## src/rsp_pkg.sv

```systemverilog
package rsp_pkg;

    // operating mode field encodings
    localparam logic [1:0] MODE_CONV    = 2'h3;  // conversion
    localparam logic [1:0] MODE_STANDBY = 2'h2;  // converter held in reset
    localparam logic [1:0] MODE_SHDN_HI = 2'h1;  // shutdown alias

    // reset values of the configuration bits
    localparam logic REF_SEL_RST  = 1'h0;  // external reference after reset
    localparam logic AUTOZERO_RST = 1'h1;  // auto-zero on after reset
    localparam logic [1:0] MODE_RST = 2'h0;  // shutdown after reset

    // detection time for a supply crossing
    localparam int CLK_MHZ      = 100;
    localparam int DETECT_NS    = 1000;
    localparam int DETECT_CYC   = (DETECT_NS * CLK_MHZ) / 1000;  // longest time: round down
    localparam int DCNT_W       = 8;
    localparam logic [DCNT_W-1:0] DETECT_CYC_W = DCNT_W'(DETECT_CYC);

    // power-on reset sequencing states, gray along the normal path
    typedef enum logic [1:0] {
        RSP_ST_POR   = 2'b00,  // held in power-on reset
        RSP_ST_WAIT  = 2'b01,  // supplies up, waiting for chip select high
        RSP_ST_ARMED = 2'b11,  // port reset, waiting for chip select fall
        RSP_ST_RUN   = 2'b10   // normal operation
    } rsp_state_t;

    // configuration carried together
    typedef struct packed {
        logic       ref_sel;            // 1 internal buffered, 0 external
        logic       reference_autozero_enable;
        logic [1:0] mode;               // operating mode field
    } rsp_cfg_t;

    // reference control outputs
    typedef struct packed {
        logic buf_power;    // reference buffer powered
        logic pin_oe_n;     // positive_reference_pin driven when low
        logic az_run;       // auto-zero step strobe
    } rsp_ref_t;

endpackage : rsp_pkg

```

## src/rsp_ref_por.sv

```systemverilog
module rsp_ref_por (
    input  wire logic              clk_i,           // 100 MHz
    input  wire logic              rst_i,           // synchronous, active high
    input  wire logic              ce_i,            // clock enable, freezes state when low
    input  wire logic              avdd_good_i,     // analog monitor: above threshold
    input  wire logic              dvdd_good_i,     // digital monitor: above threshold
    input  wire logic              collapse_i,      // extremely low supply detector
    input  wire logic              full_shdn_i,     // full shutdown active
    input  wire logic              cs_n_i,          // chip select pin
    input  wire logic              decimation_clock_tick_i,    // decimation clock tick, same domain
    input  wire logic              cfg_we_i,        // write strobe for configuration
    input  wire rsp_pkg::rsp_cfg_t cfg_wdata_i,     // configuration write data
    output logic                   por_o,           // power-on reset state
    output logic                   spi_en_o,        // serial port enabled
    output logic                   spi_reset_o,     // one-cycle serial port reset
    output logic                   por_irq_n_o,     // power-on reset interrupt, low active
    output rsp_pkg::rsp_cfg_t      cfg_o,           // current configuration
    output rsp_pkg::rsp_ref_t      ref_o            // reference control
);

    ////////////////////////////////////////////////////////////////////////////
    // input synchronisers: pins pass two flops before any logic

    logic [1:0] av_s_r, dv_s_r, cl_s_r, cs_s_r;  // stage 0 feeds stage 1 only
    logic [1:0] av_s_nxt, dv_s_nxt, cl_s_nxt, cs_s_nxt;
    logic       cs_d_r, cs_d_nxt;                // previous synced chip select

    // shift in pin levels
    always_comb begin
        av_s_nxt = {av_s_r[0], avdd_good_i};
        dv_s_nxt = {dv_s_r[0], dvdd_good_i};
        cl_s_nxt = {cl_s_r[0], collapse_i};
        cs_s_nxt = {cs_s_r[0], cs_n_i};
        cs_d_nxt = cs_s_r[1];
    end

    // register the synchronisers; reset treats supplies as down
    always_ff @(posedge clk_i) begin
        if (rst_i) begin
            av_s_r <= 2'h0;
            dv_s_r <= 2'h0;
            cl_s_r <= 2'h0;
            cs_s_r <= 2'h3;
            cs_d_r <= 1'h1;
        end else if (ce_i) begin
            av_s_r <= av_s_nxt;
            dv_s_r <= dv_s_nxt;
            cl_s_r <= cl_s_nxt;
            cs_s_r <= cs_s_nxt;
            cs_d_r <= cs_d_nxt;
        end
    end

    logic av_ok, dv_ok, collapse, cs_hi, cs_rise, cs_fall;
    assign av_ok    = av_s_r[1];
    assign dv_ok    = dv_s_r[1];
    assign collapse = cl_s_r[1];
    assign cs_hi    = cs_s_r[1];
    assign cs_rise  = cs_hi & ~cs_d_r;
    assign cs_fall  = ~cs_hi & cs_d_r;

    ////////////////////////////////////////////////////////////////////////////
    // supply fault decision

    logic supply_bad;  // monitors report a low supply, or a collapse in full shutdown
    // in full shutdown the monitors are off; only a collapse counts
    always_comb begin
        if (full_shdn_i) begin
            supply_bad = collapse;
        end else begin
            supply_bad = ~(av_ok & dv_ok);
        end
    end

    ////////////////////////////////////////////////////////////////////////////
    // power-on reset sequencer

    rsp_pkg::rsp_state_t st_r, st_nxt;
    logic                irq_r, irq_nxt;   // interrupt pending, high active
    logic                srst_r, srst_nxt; // serial port reset pulse

    // the fault path leaves every state in one edge, so the stop is immediate;
    // release goes through WAIT so defaults and port enable share one edge
    always_comb begin
        st_nxt   = st_r;
        irq_nxt  = irq_r;
        srst_nxt = 1'b0;
        if (supply_bad) begin
            st_nxt  = rsp_pkg::RSP_ST_POR;
            irq_nxt = 1'b1;
        end else begin
            unique case (st_r)
                rsp_pkg::RSP_ST_POR: begin
                    st_nxt = rsp_pkg::RSP_ST_WAIT;
                end
                rsp_pkg::RSP_ST_WAIT: begin
                    // a high level is needed; a low held from reset waits
                    if (cs_hi) begin
                        st_nxt   = rsp_pkg::RSP_ST_ARMED;
                        srst_nxt = cs_rise | (cs_d_r & cs_hi);
                    end
                end
                rsp_pkg::RSP_ST_ARMED: begin
                    if (cs_fall) begin
                        st_nxt  = rsp_pkg::RSP_ST_RUN;
                        irq_nxt = 1'b0;
                    end
                end
                rsp_pkg::RSP_ST_RUN: begin
                    if (cs_rise) begin
                        srst_nxt = 1'b1;
                    end
                end
            endcase
        end
    end

    // register sequencer state
    always_ff @(posedge clk_i) begin
        if (rst_i) begin
            st_r   <= rsp_pkg::RSP_ST_POR;
            irq_r  <= 1'b1;
            srst_r <= 1'b0;
        end else if (ce_i) begin
            st_r   <= st_nxt;
            irq_r  <= irq_nxt;
            srst_r <= srst_nxt;
        end
    end

    ////////////////////////////////////////////////////////////////////////////
    // configuration bits: cleared to defaults while in reset

    rsp_pkg::rsp_cfg_t cfg_r, cfg_nxt;
    logic              por_r;   // registered reset state output
    logic              spi_en_r;

    // writes are only executed once the port is enabled
    always_comb begin
        cfg_nxt = cfg_r;
        if (st_r == rsp_pkg::RSP_ST_POR) begin
            cfg_nxt.ref_sel                   = rsp_pkg::REF_SEL_RST;
            cfg_nxt.reference_autozero_enable = rsp_pkg::AUTOZERO_RST;
            cfg_nxt.mode                      = rsp_pkg::MODE_RST;
        end else if (cfg_we_i && spi_en_r) begin
            cfg_nxt = cfg_wdata_i;
        end
    end

    // register configuration and port state
    always_ff @(posedge clk_i) begin
        if (rst_i) begin
            cfg_r    <= '{ref_sel: rsp_pkg::REF_SEL_RST,
                          reference_autozero_enable: rsp_pkg::AUTOZERO_RST,
                          mode: rsp_pkg::MODE_RST};
            por_r    <= 1'b1;
            spi_en_r <= 1'b0;
        end else if (ce_i) begin
            cfg_r    <= cfg_nxt;
            por_r    <= (st_nxt == rsp_pkg::RSP_ST_POR);
            spi_en_r <= (st_nxt != rsp_pkg::RSP_ST_POR);
        end
    end

    ////////////////////////////////////////////////////////////////////////////
    // reference buffer and auto-zero control

    logic active_mode;  // standby or conversion
    rsp_pkg::rsp_ref_t ref_r, ref_nxt;

    // limitation: buffer power follows the requested mode, not settled state
    always_comb begin
        active_mode = (cfg_r.mode == rsp_pkg::MODE_CONV) |
                      (cfg_r.mode == rsp_pkg::MODE_STANDBY);
        ref_nxt.buf_power = cfg_r.ref_sel & active_mode & ~por_r;
        ref_nxt.pin_oe_n  = ~cfg_r.ref_sel;
        ref_nxt.az_run    = ref_nxt.buf_power & decimation_clock_tick_i &
                            cfg_r.reference_autozero_enable;
    end

    // register reference outputs
    always_ff @(posedge clk_i) begin
        if (rst_i) begin
            ref_r <= '{buf_power: 1'b0, pin_oe_n: 1'b1, az_run: 1'b0};
        end else if (ce_i) begin
            ref_r <= ref_nxt;
        end
    end

    assign por_o       = por_r;
    assign spi_en_o    = spi_en_r;
    assign spi_reset_o = srst_r;
    assign por_irq_n_o = ~irq_r;
    assign cfg_o       = cfg_r;
    assign ref_o       = ref_r;

    ////////////////////////////////////////////////////////////////////////////
    // checks

    logic [rsp_pkg::DCNT_W-1:0] fault_wait_r;    // enabled cycles a fault has waited
    logic [rsp_pkg::DCNT_W-1:0] fault_wait_nxt;  // next wait count

    // watch helper: counts while a synced fault has not yet reached the reset
    // output; it saturates so a stuck fault can never wrap back to a pass
    always_comb begin
        fault_wait_nxt = fault_wait_r;
        if (!supply_bad || por_r) begin
            fault_wait_nxt = '0;
        end else if (fault_wait_r != rsp_pkg::DETECT_CYC_W) begin
            fault_wait_nxt = fault_wait_r + 1'b1;
        end
    end

    // register the watch count; frozen with the rest of the state
    always_ff @(posedge clk_i) begin
        if (rst_i) begin
            fault_wait_r <= '0;
        end else if (ce_i) begin
            fault_wait_r <= fault_wait_nxt;
        end
    end

    // a fault never waits out the whole detection budget
    a_detect_budget: assert property (@(posedge clk_i) disable iff (rst_i)
        fault_wait_r != rsp_pkg::DETECT_CYC_W)
        else $error("supply fault outlived the detection time");

    // a bad supply reaches the reset output within the detection time
    a_fault_reaches_por: assert property (@(posedge clk_i) disable iff (rst_i)
        (ce_i && supply_bad) |=> por_o)
        else $error("reset state not entered after supply fault");

    // a low supply takes the port down on the next enabled edge
    a_port_off_por: assert property (@(posedge clk_i) disable iff (rst_i)
        (ce_i && supply_bad) |=> (!spi_en_o && por_o))
        else $error("serial port enabled during reset");

    // defaults are in place on the first enabled cycle
    a_defaults_release: assert property (@(posedge clk_i) disable iff (rst_i)
        $rose(spi_en_o) |-> (cfg_o.mode == 2'h0 && cfg_o.reference_autozero_enable
                             && !cfg_o.ref_sel))
        else $error("defaults missing at release");

    // release only after both monitors good for a cycle, or in full shutdown
    a_release_both: assert property (@(posedge clk_i) disable iff (rst_i)
        $fell(por_o) |-> $past(av_ok && dv_ok) || full_shdn_i)
        else $error("released with a supply low");

    // por and port enable switch on the same edge
    a_release_edge: assert property (@(posedge clk_i) disable iff (rst_i)
        $fell(por_o) |-> $rose(spi_en_o))
        else $error("reset release and port enable split");

    // buffer off in shutdown modes
    a_buf_off_shdn: assert property (@(posedge clk_i) disable iff (rst_i)
        (ce_i && !cfg_o.mode[1]) |=> !ref_o.buf_power)
        else $error("reference buffer powered in shutdown");

    // pin direction tracks the select bit
    a_pin_dir: assert property (@(posedge clk_i) disable iff (rst_i)
        ce_i |=> (ref_o.pin_oe_n == !$past(cfg_o.ref_sel)))
        else $error("reference pin direction wrong");

    // no auto-zero steps when disabled
    a_az_off: assert property (@(posedge clk_i) disable iff (rst_i)
        (ce_i && !cfg_o.reference_autozero_enable) |=> !ref_o.az_run)
        else $error("auto-zero ran while disabled");

    // chip select fall in armed state clears the interrupt
    a_irq_clear: assert property (@(posedge clk_i) disable iff (rst_i)
        (ce_i && st_r == rsp_pkg::RSP_ST_ARMED && cs_fall && !supply_bad)
        |=> por_irq_n_o)
        else $error("interrupt not cleared on chip select fall");

    // internal reference in standby or conversion powers the buffer
    a_buf_on_active: assert property (@(posedge clk_i) disable iff (rst_i)
        (ce_i && cfg_o.ref_sel && cfg_o.mode[1] && !por_o) |=> ref_o.buf_power)
        else $error("reference buffer off in an active mode");

    // auto-zero steps follow the decimation tick when enabled
    a_az_on: assert property (@(posedge clk_i) disable iff (rst_i)
        (ce_i && decimation_clock_tick_i && cfg_o.reference_autozero_enable && cfg_o.ref_sel
         && cfg_o.mode[1] && !por_o) |=> ref_o.az_run)
        else $error("auto-zero step missed on a tick");

    // chip select high after release resets the serial port
    a_port_reset: assert property (@(posedge clk_i) disable iff (rst_i)
        (ce_i && st_r == rsp_pkg::RSP_ST_WAIT && cs_hi && !supply_bad) |=> spi_reset_o)
        else $error("serial port reset missing after release");

    // in full shutdown only a collapse may enter the reset state
    a_shdn_no_por: assert property (@(posedge clk_i) disable iff (rst_i)
        (ce_i && full_shdn_i && !collapse && !por_o) |=> !por_o)
        else $error("reset entered in full shutdown without a collapse");

endmodule : rsp_ref_por

```

## config.mk

```make
export PLATFORM = sky130hd
export DESIGN_NAME = rsp_ref_por
export DESIGN_NICKNAME = d
export VERILOG_FILES = /design/src/rsp_pkg.sv /design/src/rsp_ref_por.sv
export SDC_FILE = /design/constraint.sdc
export NUM_CORES = 1
export LEC_CHECK = 0
export BUFFER_PORTS_ARGS = -buffer_cell sky130_fd_sc_hd__clkbuf_2
export CAP_MARGIN = 20
export CELL_PAD_IN_SITES_DETAIL_PLACEMENT = 1
export CELL_PAD_IN_SITES_GLOBAL_PLACEMENT = 1
export CORE_UTILIZATION = 35
export DETAILED_ROUTE_END_ITERATION = 16
export PLACE_DENSITY_LB_ADDON = 0.08
export SYNTH_ARGS = -nofsm -noshare
export SYNTH_HDL_FRONTEND = slang
export SYNTH_SLANG_ARGS = --single-unit
export TNS_END_PERCENT = 50
```

## constraint.sdc

```tcl
create_clock -name clk_i -period 1.9 [get_ports clk_i]
set_clock_uncertainty 0.15 [all_clocks]
set_input_delay 0.19 -clock clk_i [delete_from_list [all_inputs] [get_ports clk_i]]
set_output_delay 0.19 -clock clk_i [all_outputs]
set_load 0.1 [all_outputs]
```

Word level (Yosys, flattened, before mapping)
Cells that the tools add are included.

Latch bits: 0. Output and inout bits: 11. Memories kept: 0. ROM bits: 0. Register bits: 22. Bits in writable memories: 0.

Divide/modulo/power cells: 0. Reductions and logical operators: 9. Shift-type cells: 0. Bitwise operators: 16. $mul: 0. Eq/ne operators: 5. $add $sub $neg: 0. Muxes and demuxes: 14. Order comparisons: 0.

Operators with widths (count): 1-bit AND (8); 2-bit equality test (second input constant) (4); 4-bit 2-to-1 mux (2); 2-bit nonzero test (4); 1-bit 2-to-1 mux (7); 2-bit 2-to-1 mux (3); 1-bit inverter (6); 2-bit case mux with 3 select lines (1); 2-bit zero test (2); 3-bit AND reduction (1); 2-bit by 1-bit equality test with 1-bit output (second input constant) (1); 1-bit bitwise OR (2); 1-bit case mux with 2 select lines (1); 2-bit AND reduction (1); 1-bit logical AND (1).

Longest topological paths before layout
Gate-level depths: netlist of the first run.

Depth in word-level cells: 6. Depth in mapped cells: 6.

Worst setup path after synthesis of the first run
No wires, ideal clock.

Kind: register to register. Start point: register spi_en_r, in the netlist spi_en_o. End point: register cfg_r (netlist bit cfg_o[3]). Setup slack: 0.173 ns. Cell stages (with the launch flop): 5. Data arrival time: 1.449 ns. Cell sequence: dfxtp_1 > a21o_1 > nand2_2 > mux2i_1 > nor2_1.

Cells in the longest elaborated chain, start to end: 3.

RTL lines: start, declared (RTL line rsp_ref_por.sv:136) `logic spi_en_r;`; start signal, assigned (RTL line rsp_ref_por.sv:161) `spi_en_r <= (st_nxt != rsp_pkg::RSP_ST_POR);`; 1-bit logical AND (RTL line rsp_ref_por.sv:145) `end else if (cfg_we_i && spi_en_r) begin`; 2-bit nonzero test (no line); 2-bit AND reduction (no line); end signal, assigned (RTL line rsp_ref_por.sv:153) `cfg_r <= '{ref_sel: rsp_pkg::REF_SEL_RST,`; end signal, assigned (RTL line rsp_ref_por.sv:159) `cfg_r <= cfg_nxt;`; end, declared (RTL line rsp_ref_por.sv:134) `rsp_pkg::rsp_cfg_t cfg_r, cfg_nxt;`.

Every way passes these cells. A chain may end at the register's enable or synchronous reset.

Worst setup path after layout of the first run
Start point: register st_r[1]. End point: register cfg_r (netlist bit cfg_o[3]).

Cells in the longest elaborated chain, start to end: 3. Elaborated cells between the ends (all ways): 4. Classes of those cells: 1 x mux; 3 x reduce/logical.

RTL lines: start, declared (RTL line rsp_ref_por.sv:78) `rsp_pkg::rsp_state_t st_r, st_nxt;`; start signal, assigned (RTL line rsp_ref_por.sv:121) `st_r <= rsp_pkg::RSP_ST_POR;`; start signal, assigned (RTL line rsp_ref_por.sv:125) `st_r <= st_nxt;`; 2-bit zero test * (RTL line rsp_ref_por.sv:141) `if (st_r == rsp_pkg::RSP_ST_POR) begin`; 2-bit nonzero test (no line); 2-bit AND reduction (no line).

Every way passes the cells marked *; elsewhere a longest branch is shown, timed or not.

==> impl_metrics.json, run 1 <==
{
  "status": "completed",
  "fin_crit_sh_pct": 91.9,
  "synthesis.nets": 124,
  "worstMarginPinSlew_ns": 0.548,
  "die-area_um2": 3130,
  "die_h_um": 55.9,
  "hold_depth": 4,
  "max_freq_mhz": 573,
  "place_congestion": 0.755,
  "critPathSlowestCell": "dfxtp_1",
  "worstSetupPathType": "register to register",
  "arrival_ns": 1.79,
  "antenna_found_initial": 0,
  "powerDensity_nw_per_um2": 793,
  "hold_slack_ns": 0.0748,
  "avgSynthCellArea_um2": 9.78,
  "cts_sinks": 22,
  "drive_above_1_share_pct": 28.4,
  "r2r_start": "st_r[1]",
  "yosysSeqAreaShare_pct": 43.3,
  "yosysWarnings": 0,
  "finalHoldViolations": 0,
  "synthCells": 104,
  "hold_end": "ref_o[0]",
  "grt_setup_unrepaired": "false",
  "max-cap-violations": 0,
  "drt_iter0_markers": 16,
  "critPathCaptureType": "register",
  "io_buffers": 24,
  "firstDrtPassIters": 4,
  "synthDominantCellAreaShare_pct": 43.3,
  "antenna_left": 0,
  "vias_per_cell": 5.00,
  "setup_viol": 0,
  "crit_path_max_fanout": 6,
  "final_common_cell": "clkbuf_2",
  "rr_endpoint": "cfg_o[3]",
  "cts-htree-levels": 1,
  "maxSlewHeadroom_pct": 63.6,
  "reg2reg_slack_ns": 0.15,
  "post_cts_buffers": 0,
  "p_total_w": 0.000997,
  "cts_tree": "yes",
  "grt_overflow": 0,
  "setup_tns_ns": 0,
  "max_stage_delay_ns": 0.48,
  "grt_first_pass_wirelength_um": 3710,
  "cts_root_buf": "clkbuf_4",
  "nets": 155,
  "dr_total_vias": 825,
  "cts_max_path_buffers": 2,
  "grt_max_degree": 23,
  "num_rows": 19,
  "cts_made_buffers": 3,
  "die_w_um": 55.9,
  "grt_pass1_vias": 863,
  "rr_worst_depth": 6,
  "wire_per_inst_um": 12.8,
  "place_area_um2": 1150,
  "synth_area_leaders": "dfxtp_1 43%, mux2i_1 8.9%, ha_1 7.4%, nor2b_1 4.9%, nor2_1 4.4%",
  "final_util_pct": 45.6,
  "clk_pin_slew_ns": 0.13,
  "diodes": 0,
  "worstPathCellList": "inv_1 > ha_1 > a21o_1 > nand2_2 > mux2i_1 > nor2_1",
  "grt.total_usage_pct": 15.2,
  "dpl.hpwl_um": 1530,
  "required_ns": 1.95,
  "clkLatencyLatePin_ns": 0.31,
  "layout_common_cells": "24 x clkbuf_2, 21 x dfxtp_1, 12 x nor2_1",
  "min_from": "decimation_clock_tick_i",
  "drc": 0,
  "core_area_um2": 2760,
  "cp-start-kind": "register",
  "min_period_ns": 1.75,
  "hold_path.class": "input port to register",
  "routed_wl_um": 2110,
  "ir_drop_v": 0.000505,
  "p_leak_nw": 0.574,
  "synth_top_cell_by_area": "dfxtp_1",
  "fin_area_um2": 1260,
  "synth.distinct_cells": 31,
  "worst-path-buf-inv": 1,
  "area_delta_synth_final_pct": 23.6,
  "initial_core_util_pct": 36.9,
  "ys_ff_latch": 22,
  "synth_area_um2": 1020,
  "slew_viol_final": 0,
  "cp_top_family": "flip-flops",
  "ios": 25
}
-- how the worst max path moves through the flow --
stage / from / endpoint / slack [ns] / cells after the start
after global placement: st_r[1] / cfg_o[3] / 0.23 / 6
after global routing: st_r[1] / cfg_o[1] / 0.03 / 6
after CTS: st_r[0] / cfg_o[3] / 0.12 / 6
after detailed placement: st_r[0] / cfg_o[3] / 0.14 / 6
after floorplan: spi_en_o / cfg_o[3] / 0.17 / 4
final: st_r[1] / cfg_o[3] / 0.15 / 6
-- what timing repair did --
item | in CTS | in global routing
endpoints found under the hold margin | 5 | 0
hold buffers | 5 | 0
endpoints found under the setup margin | 0 | 3
gates resized for setup | 0 | 1
-- sequential cells by signal (all words and copies together) (netlist names) --
| signal | flops |
|---|---|
| spi_en_o | 1 |
| st_r | 2 |
| av_s_r | 2 |
| cfg_o | 4 |
| irq_r | 1 |
| cl_s_r | 2 |
| cs_d_r | 1 |
| cs_s_r | 2 |
| dv_s_r | 2 |
| spi_reset_o | 1 |
| ref_o | 3 |
| por_o | 1 |
-- where the power goes --
group | switching, W | internal, W
clock network | 0.000148 | 0.000213
logic | 0.0000865 | 0.0000573
registers | 0.0000137 | 0.000478
total | 0.000248 | 0.000749
-- cells in the mapped netlist --
library cell	n
buf_4	1
o2111ai_1	1
o21a_2	1
dfxtp_1	22
a2bb2oi_1	2
nand2_1	4
nand4b_1	1
o21bai_1	2
nor2b_1	8
nand2b_1	4
inv_1	4
a211o_1	3
and3b_1	1
mux2i_1	9
nor2b_2	2
clkbuf_1	2
a21oi_2	1
o221ai_2	1
ha_1	6
nand2_2	1
nand3_1	1
nor3_1	2
o21ai_0	1
o22ai_1	1
or2_2	1
a221o_1	1
o21ai_1	1
a21o_1	2
nor2_1	12
buf_6	2
a21oi_1	4
-- area by class of cell --
type / instances / area, um2
clock buffers: 3 / 22.5
clock inverters: 1 / 30.0
fillers: 321 / 1500
inverters: 4 / 15.0
multi-input cells: 73 / 524
flip-flops and latches: 22 / 442
well taps: 31 / 38.8
repair buffers: 31 / 185
-- worst register-to-register path, delay by kind of cell (launching register included) --
family          cells  cell delay [ns]
buf+inv             1             0.15
compound gates      1             0.20
mux                 1             0.20
simple gates        2             0.19
flops               1             0.48
fa+ha+maj           1             0.28
-- kinds of logic (layout without fill, tap and decap cells) --
| family | count (synthesis) | in the layout | share of synthesized area (%) |
|---|---|---|---|
| adders and majority gates | 6 | 6 | 7.38 |
| AOI/OAI and AO/OA | 21 | 21 | 15.9 |
| muxes | 9 | 9 | 8.86 |
| buffers and inverters | 9 | 39 | 5.17 |
| and+or+nand+nor | 37 | 37 | 19.4 |
| DFF | 22 | 22 | 43.3 |
-- routing by layer --
metal	GRT usage, %	vias to the layer above	share of wire, %
met5	0	-	0
met4	9.76	0	0.81
met3	3.26	2	3.6
met2	25.8	15	50
met1	17.1	392	46
li1	-	416	-
-- per-stage QoR --
step,worst slack [ns],cells
2_1_floorplan,0.173,104
5_1_grt,0.0251,165
3_3_place_gp,0.234,156
3_5_place_dp,0.144,156
6_report,0.154,165
4_1_cts,0.122,165
(Power assumes the default switching activity.)
==> run 2: changes to the inputs <==
Settings changed: CORE_ASPECT_RATIO set to 1.1.
==> run 2 against run 1 <==
Effect of this change:
- sequential power about the same
- count of clock-buffer cells in the layout rose by 1
- utilization is 0.46 points lower
- global-route usage up 0.95 points
- largest cell class unchanged
==> impl_metrics.json, run 2 (same netlist as run 1, synthesis figures left out) <==
{
  "grt_overflow": 0,
  "max_freq_mhz": 564,
  "wire_per_inst_um": 13.2,
  "powerDensity_nw_per_um2": 722,
  "max-cap-violations": 0,
  "firstDrtPassIters": 2,
  "dr_total_vias": 833,
  "crit_path_max_fanout": 7,
  "largest_reg_flops": 4,
  "initial_core_util_pct": 37.0,
  "grt.total_usage_pct": 16.1,
  "dpl.hpwl_um": 1620,
  "finalHoldViolations": 0,
  "antenna_left": 0,
  "ir_drop_v": 0.000343,
  "seqPwrFrac_pct": 54.9,
  "clkLatencyLatePin_ns": 0.30,
  "crit_path_end": "cfg_o[3]",
  "p_comb_share_pct": 16.2,
  "grt_first_pass_wirelength_um": 3640,
  "dp_cells": 158,
  "die-area_um2": 3130,
  "stdcell_count": 167,
  "io_buffers": 24,
  "vias_per_cell": 4.99,
  "p_leak_nw": 0.567,
  "cts_made_buffers": 3,
  "routed_wl_um": 2210,
  "hold_slack_ns": 0.0687,
  "setup_viol": 0,
  "fin_crit_sh_pct": 93.3,
  "cts_max_path_buffers": 2,
  "antenna_found_initial": 0,
  "grt_pass1_vias": 797,
  "worstPathCellList": "inv_1 > ha_1 > a21o_1 > nand2_2 > mux2i_1 > nor2_1",
  "hold_path.class": "input port to register",
  "worstSetupPathType": "register to register",
  "reg2reg_slack_ns": 0.13,
  "clk_pin_slew_ns": 0.13,
  "worstMarginPinSlew_ns": 0.540,
  "max_stage_delay_ns": 0.49,
  "diodes": 0,
  "r2r_start": "st_r[0]",
  "required_ns": 1.94,
  "nets": 155,
  "maxSlewHeadroom_pct": 64.2,
  "rr_endpoint": "cfg_o[3]",
  "final_common_cell": "clkbuf_2",
  "fin_area_um2": 1240,
  "cp_top_family": "flip-flops",
  "place_congestion": 0.786,
  "num_rows": 20,
  "swShare_pct": 27.3,
  "area_delta_synth_final_pct": 22.1,
  "layout_common_cells": "24 x clkbuf_2, 22 x dfxtp_1, 12 x nor2_1",
  "cts-htree-levels": 1,
  "min_period_ns": 1.77,
  "drt_iter0_markers": 14,
  "p_switching_w": 0.000245,
  "grt_max_degree": 23,
  "worst-path-buf-inv": 1,
  "die_w_um": 53.4,
  "place_area_um2": 1160,
  "ios": 25,
  "cts_root_buf": "clkbuf_4",
  "cts.repair.resized": 0,
  "drive_above_1_share_pct": 27.6,
  "core_area_um2": 2750,
  "drc": 0,
  "rr_worst_depth": 6,
  "path_depth": 6,
  "slew_viol_final": 0,
  "setup_tns_ns": 0,
  "startpoint": "st_r[0]",
  "p_int_w": 0.000652,
  "cts_tree": "yes",
  "critPathSlowestCell": "dfxtp_1",
  "critPathCaptureType": "register",
  "grt_setup_unrepaired": "false",
  "die_h_um": 58.5,
  "status": "completed",
  "clockPowerShare_pct": 28.9,
  "cts_sinks": 22,
  "arrival_ns": 1.81,
  "cp-start-kind": "register"
}
## run 2: cell count changes in the layout (fill, tap and decap cells not counted), sizes merged
cell | before | now
bufinv | 1 | 0
clkbuf | 27 | 28
## run 2: final cells by class
class | instances | area, um2
Multi-Input combinational cell | 73 | 524
Inverter | 4 | 15.0
Timing Repair Buffer | 31 | 185
Sequential cell | 22 | 440
Fill cell | 333 | 1510
Clock buffer | 4 | 36.3
Tap cell | 33 | 41.3
## run 2: what timing repair did
| action | CTS | global route |
|---|---|---|
| hold buffers | 5 | 0 |
| buffers inserted | 0 | 0 |
| hold endpoints to repair | 5 | 0 |
## run 2: power groups by stage
stage / Clock (W) / Combinational (W) / Sequential (W)
after floorplan: 0 / 0.0000732 / 0.000533
final: 0.000259 / 0.000145 / 0.000492
after global routing: 0.000286 / 0.000158 / 0.000495
after detailed placement: 0 / 0.000138 / 0.000503
after global placement: 0 / 0.000135 / 0.000501
after CTS: 0.000270 / 0.000146 / 0.000492
## run 2: how the worst min path moves through the flow
stage	startpoint	to	slack, ns	cells past startpoint
floorplan	rst_i	ref_o[0]	0.11	1
global placement	cs_n_i	cs_s_r[0]	0.25	2
detailed placement	cs_n_i	cs_s_r[0]	0.25	2
CTS	decimation_clock_tick_i	ref_o[0]	0.07	4
global route	decimation_clock_tick_i	ref_o[0]	0.09	4
finish	decimation_clock_tick_i	ref_o[0]	0.07	4
## run 2: through the flow
step / setup slack, ns / total power [W] / util, %
finish: 0.126 / 0.000897 / 45.1
global route: 0.0404 / 0.000939 / 45.1
CTS: 0.145 / 0.000909 / 45.1
detailed placement: 0.177 / 0.000640 / 42.0
global placement: 0.236 / 0.000636 / 42.0
floorplan: 0.173 / 0.000607 / -
## run 2: per-layer routing
layer	GRT usage, %	up-vias	wire, um	share of wire (%)
li1	-	418	-	-
met1	19.8	394	1060	48
met2	27.3	17	1050	47
met3	2.58	4	60	2.7
met4	6.77	0	36	1.6
met5	0	-	0	0
## run 2: tightest hold or removal path, cell delays in order
cell and delay (ns):
clkbuf_2 0.08, nand2_1 0.05, o22ai_1 0.05, nor2b_1 0.12
==> run 3: changes to the inputs <==
Settings changed: CORE_UTILIZATION 35 to 38.
==> run 3 against run 2 <==
Effect of this change:
- cell area is 1.6% lower
- wire length is 4.4% lower
- die area is 7.6% lower
- largest power group unchanged
- cell count is 2.4% lower
- highest routed layer unchanged
- global-route usage is 1.0 points higher
- sequential cell count stayed put
- worst hold slack worse by 0.061 ns
- non-clock buffer count is 2 lower
- first-iteration DRC count is 29% lower
- register-to-register slack better by 0.04 ns
- maximum frequency is 2.1% higher
- power is 0.71% lower
==> impl_metrics.json, run 3 (same netlist as run 1, synthesis figures left out) <==
{
  "arrival_ns": 1.78,
  "crit_path_max_fanout": 7,
  "rr_worst_depth": 6,
  "cp-start-kind": "register",
  "drc": 0,
  "grt.busiest_layer": "met2",
  "io_buffers": 24,
  "num_rows": 19,
  "grt_overflow": 0,
  "grt_pass1_vias": 808,
  "layout_common_cells": "24 x clkbuf_2, 22 x dfxtp_1, 12 x nor2_1",
  "finalHoldViolations": 0,
  "core_area_um2": 2520,
  "required_ns": 1.94,
  "powerDensity_nw_per_um2": 728,
  "worstMarginPinSlew_ns": 0.541,
  "ir_drop_v": 0.000513,
  "slew_viol_final": 0,
  "maxSlewHeadroom_pct": 64.1,
  "place_congestion": 0.754,
  "critPathCaptureType": "register",
  "routed_wl_um": 2110,
  "largest_reg_flops": 4,
  "wire_per_inst_um": 13.0,
  "grt.total_usage_pct": 17.1,
  "drive_above_1_share_pct": 27.3,
  "cts_max_path_buffers": 2,
  "drt_iter0_markers": 10,
  "antenna_found_initial": 0,
  "status": "completed",
  "p_total_w": 0.000890,
  "fin_area_um2": 1220,
  "ios": 25,
  "final_common_cell": "clkbuf_2",
  "worstSetupPathType": "register to register",
  "met3_usage_pct": 3.25,
  "crit_path_end": "cfg_o[0]",
  "die_h_um": 56.3,
  "initial_core_util_pct": 40.4,
  "dr_total_vias": 815,
  "clk_pin_slew_ns": 0.12,
  "nets": 153,
  "diodes": 0,
  "startpoint": "st_r[0]",
  "gr-usage-met1_pct": 20.6,
  "max_freq_mhz": 576,
  "area_delta_synth_final_pct": 20.2,
  "fill_cells": 304,
  "stdcell_count": 163,
  "firstDrtPassIters": 3,
  "min_period_ns": 1.74,
  "hold_path.class": "input port to register",
  "vias_per_cell": 5.00,
  "antenna_left": 0,
  "cts-htree-levels": 1,
  "setup_viol": 0,
  "fin_crit_sh_pct": 91.4,
  "rr_endpoint": "cfg_o[0]",
  "dpl.hpwl_um": 1540,
  "die_w_um": 51.3,
  "r2r_start": "st_r[0]",
  "grt_first_pass_wirelength_um": 3640,
  "die-area_um2": 2890,
  "p_leak_nw": 0.558,
  "cts_root_buf": "clkbuf_4",
  "reg2reg_slack_ns": 0.16,
  "cts_sinks": 22,
  "cts_made_buffers": 3,
  "grt_max_degree": 23,
  "max-cap-violations": 0,
  "grt_setup_unrepaired": "false",
  "place_area_um2": 1150,
  "dp_cells": 155,
  "setup_tns_ns": 0,
  "clkLatencyLatePin_ns": 0.30,
  "final_util_pct": 48.5,
  "grt_util_met2_pct": 28.8,
  "cts_tree": "yes"
}
-- run 3: worst max-delay path, cell delays in order (launching register included) --
cell and delay (ns):
dfxtp_1 0.49, inv_1 0.14, ha_1 0.28, a21o_1 0.20
nand2_2 0.12, mux2i_1 0.19, nor2_1 0.05
-- run 3: how the worst min path moves through the flow --
stage,startpoint,to,depth (start not counted)
6_report,avdd_good_i,av_s_r[0],3
5_1_grt,avdd_good_i,av_s_r[0],3
4_1_cts,avdd_good_i,av_s_r[0],3
3_5_place_dp,cs_n_i,cs_s_r[0],2
3_3_place_gp,cs_n_i,cs_s_r[0],2
2_1_floorplan,rst_i,ref_o[0],1
-- run 3: per-layer routing --
metal  wire length, um  share of wire [%]
met2              1060                 50
met3                55                2.6
met4                26                1.2
met1               970                 46
met5                 0                  0
-- run 3: cell type report --
| type | count | area, um2 | share of cell area, % |
|---|---|---|---|
| Inverter | 4 | 15.0 | 1.23 |
| Timing Repair Buffer | 29 | 168 | 13.7 |
| Multi-Input combinational cell | 73 | 524 | 42.9 |
| Sequential cell | 22 | 440 | 36.0 |
| Clock buffer | 4 | 36.3 | 2.97 |
| Tap cell | 31 | 38.8 | 3.17 |
-- run 3: power breakdown --
| group | leakage (nW) | switching [W] | internal, W | total [W] |
|---|---|---|---|---|
| clock network | 0.0210 | 0.000140 | 0.000117 | 0.000257 |
| registers | 0.180 | 0.0000141 | 0.000478 | 0.000492 |
| logic | 0.357 | 0.0000864 | 0.0000545 | 0.000141 |
-- run 3: repair_timing --
action	CTS	global route
resized for setup	0	0
endpoints found under the hold margin	4	0
setup buffers	0	0
hold buffers	4	0
-- run 3: through the flow --
step | hold WS, ns | worst slack, ns
2_1_floorplan | 0.112 | 0.173
3_3_place_gp | 0.247 | 0.228
3_5_place_dp | 0.256 | 0.183
4_1_cts | 0.0169 | 0.152
5_1_grt | 0.0194 | 0.00896
6_report | 0.00720 | 0.163
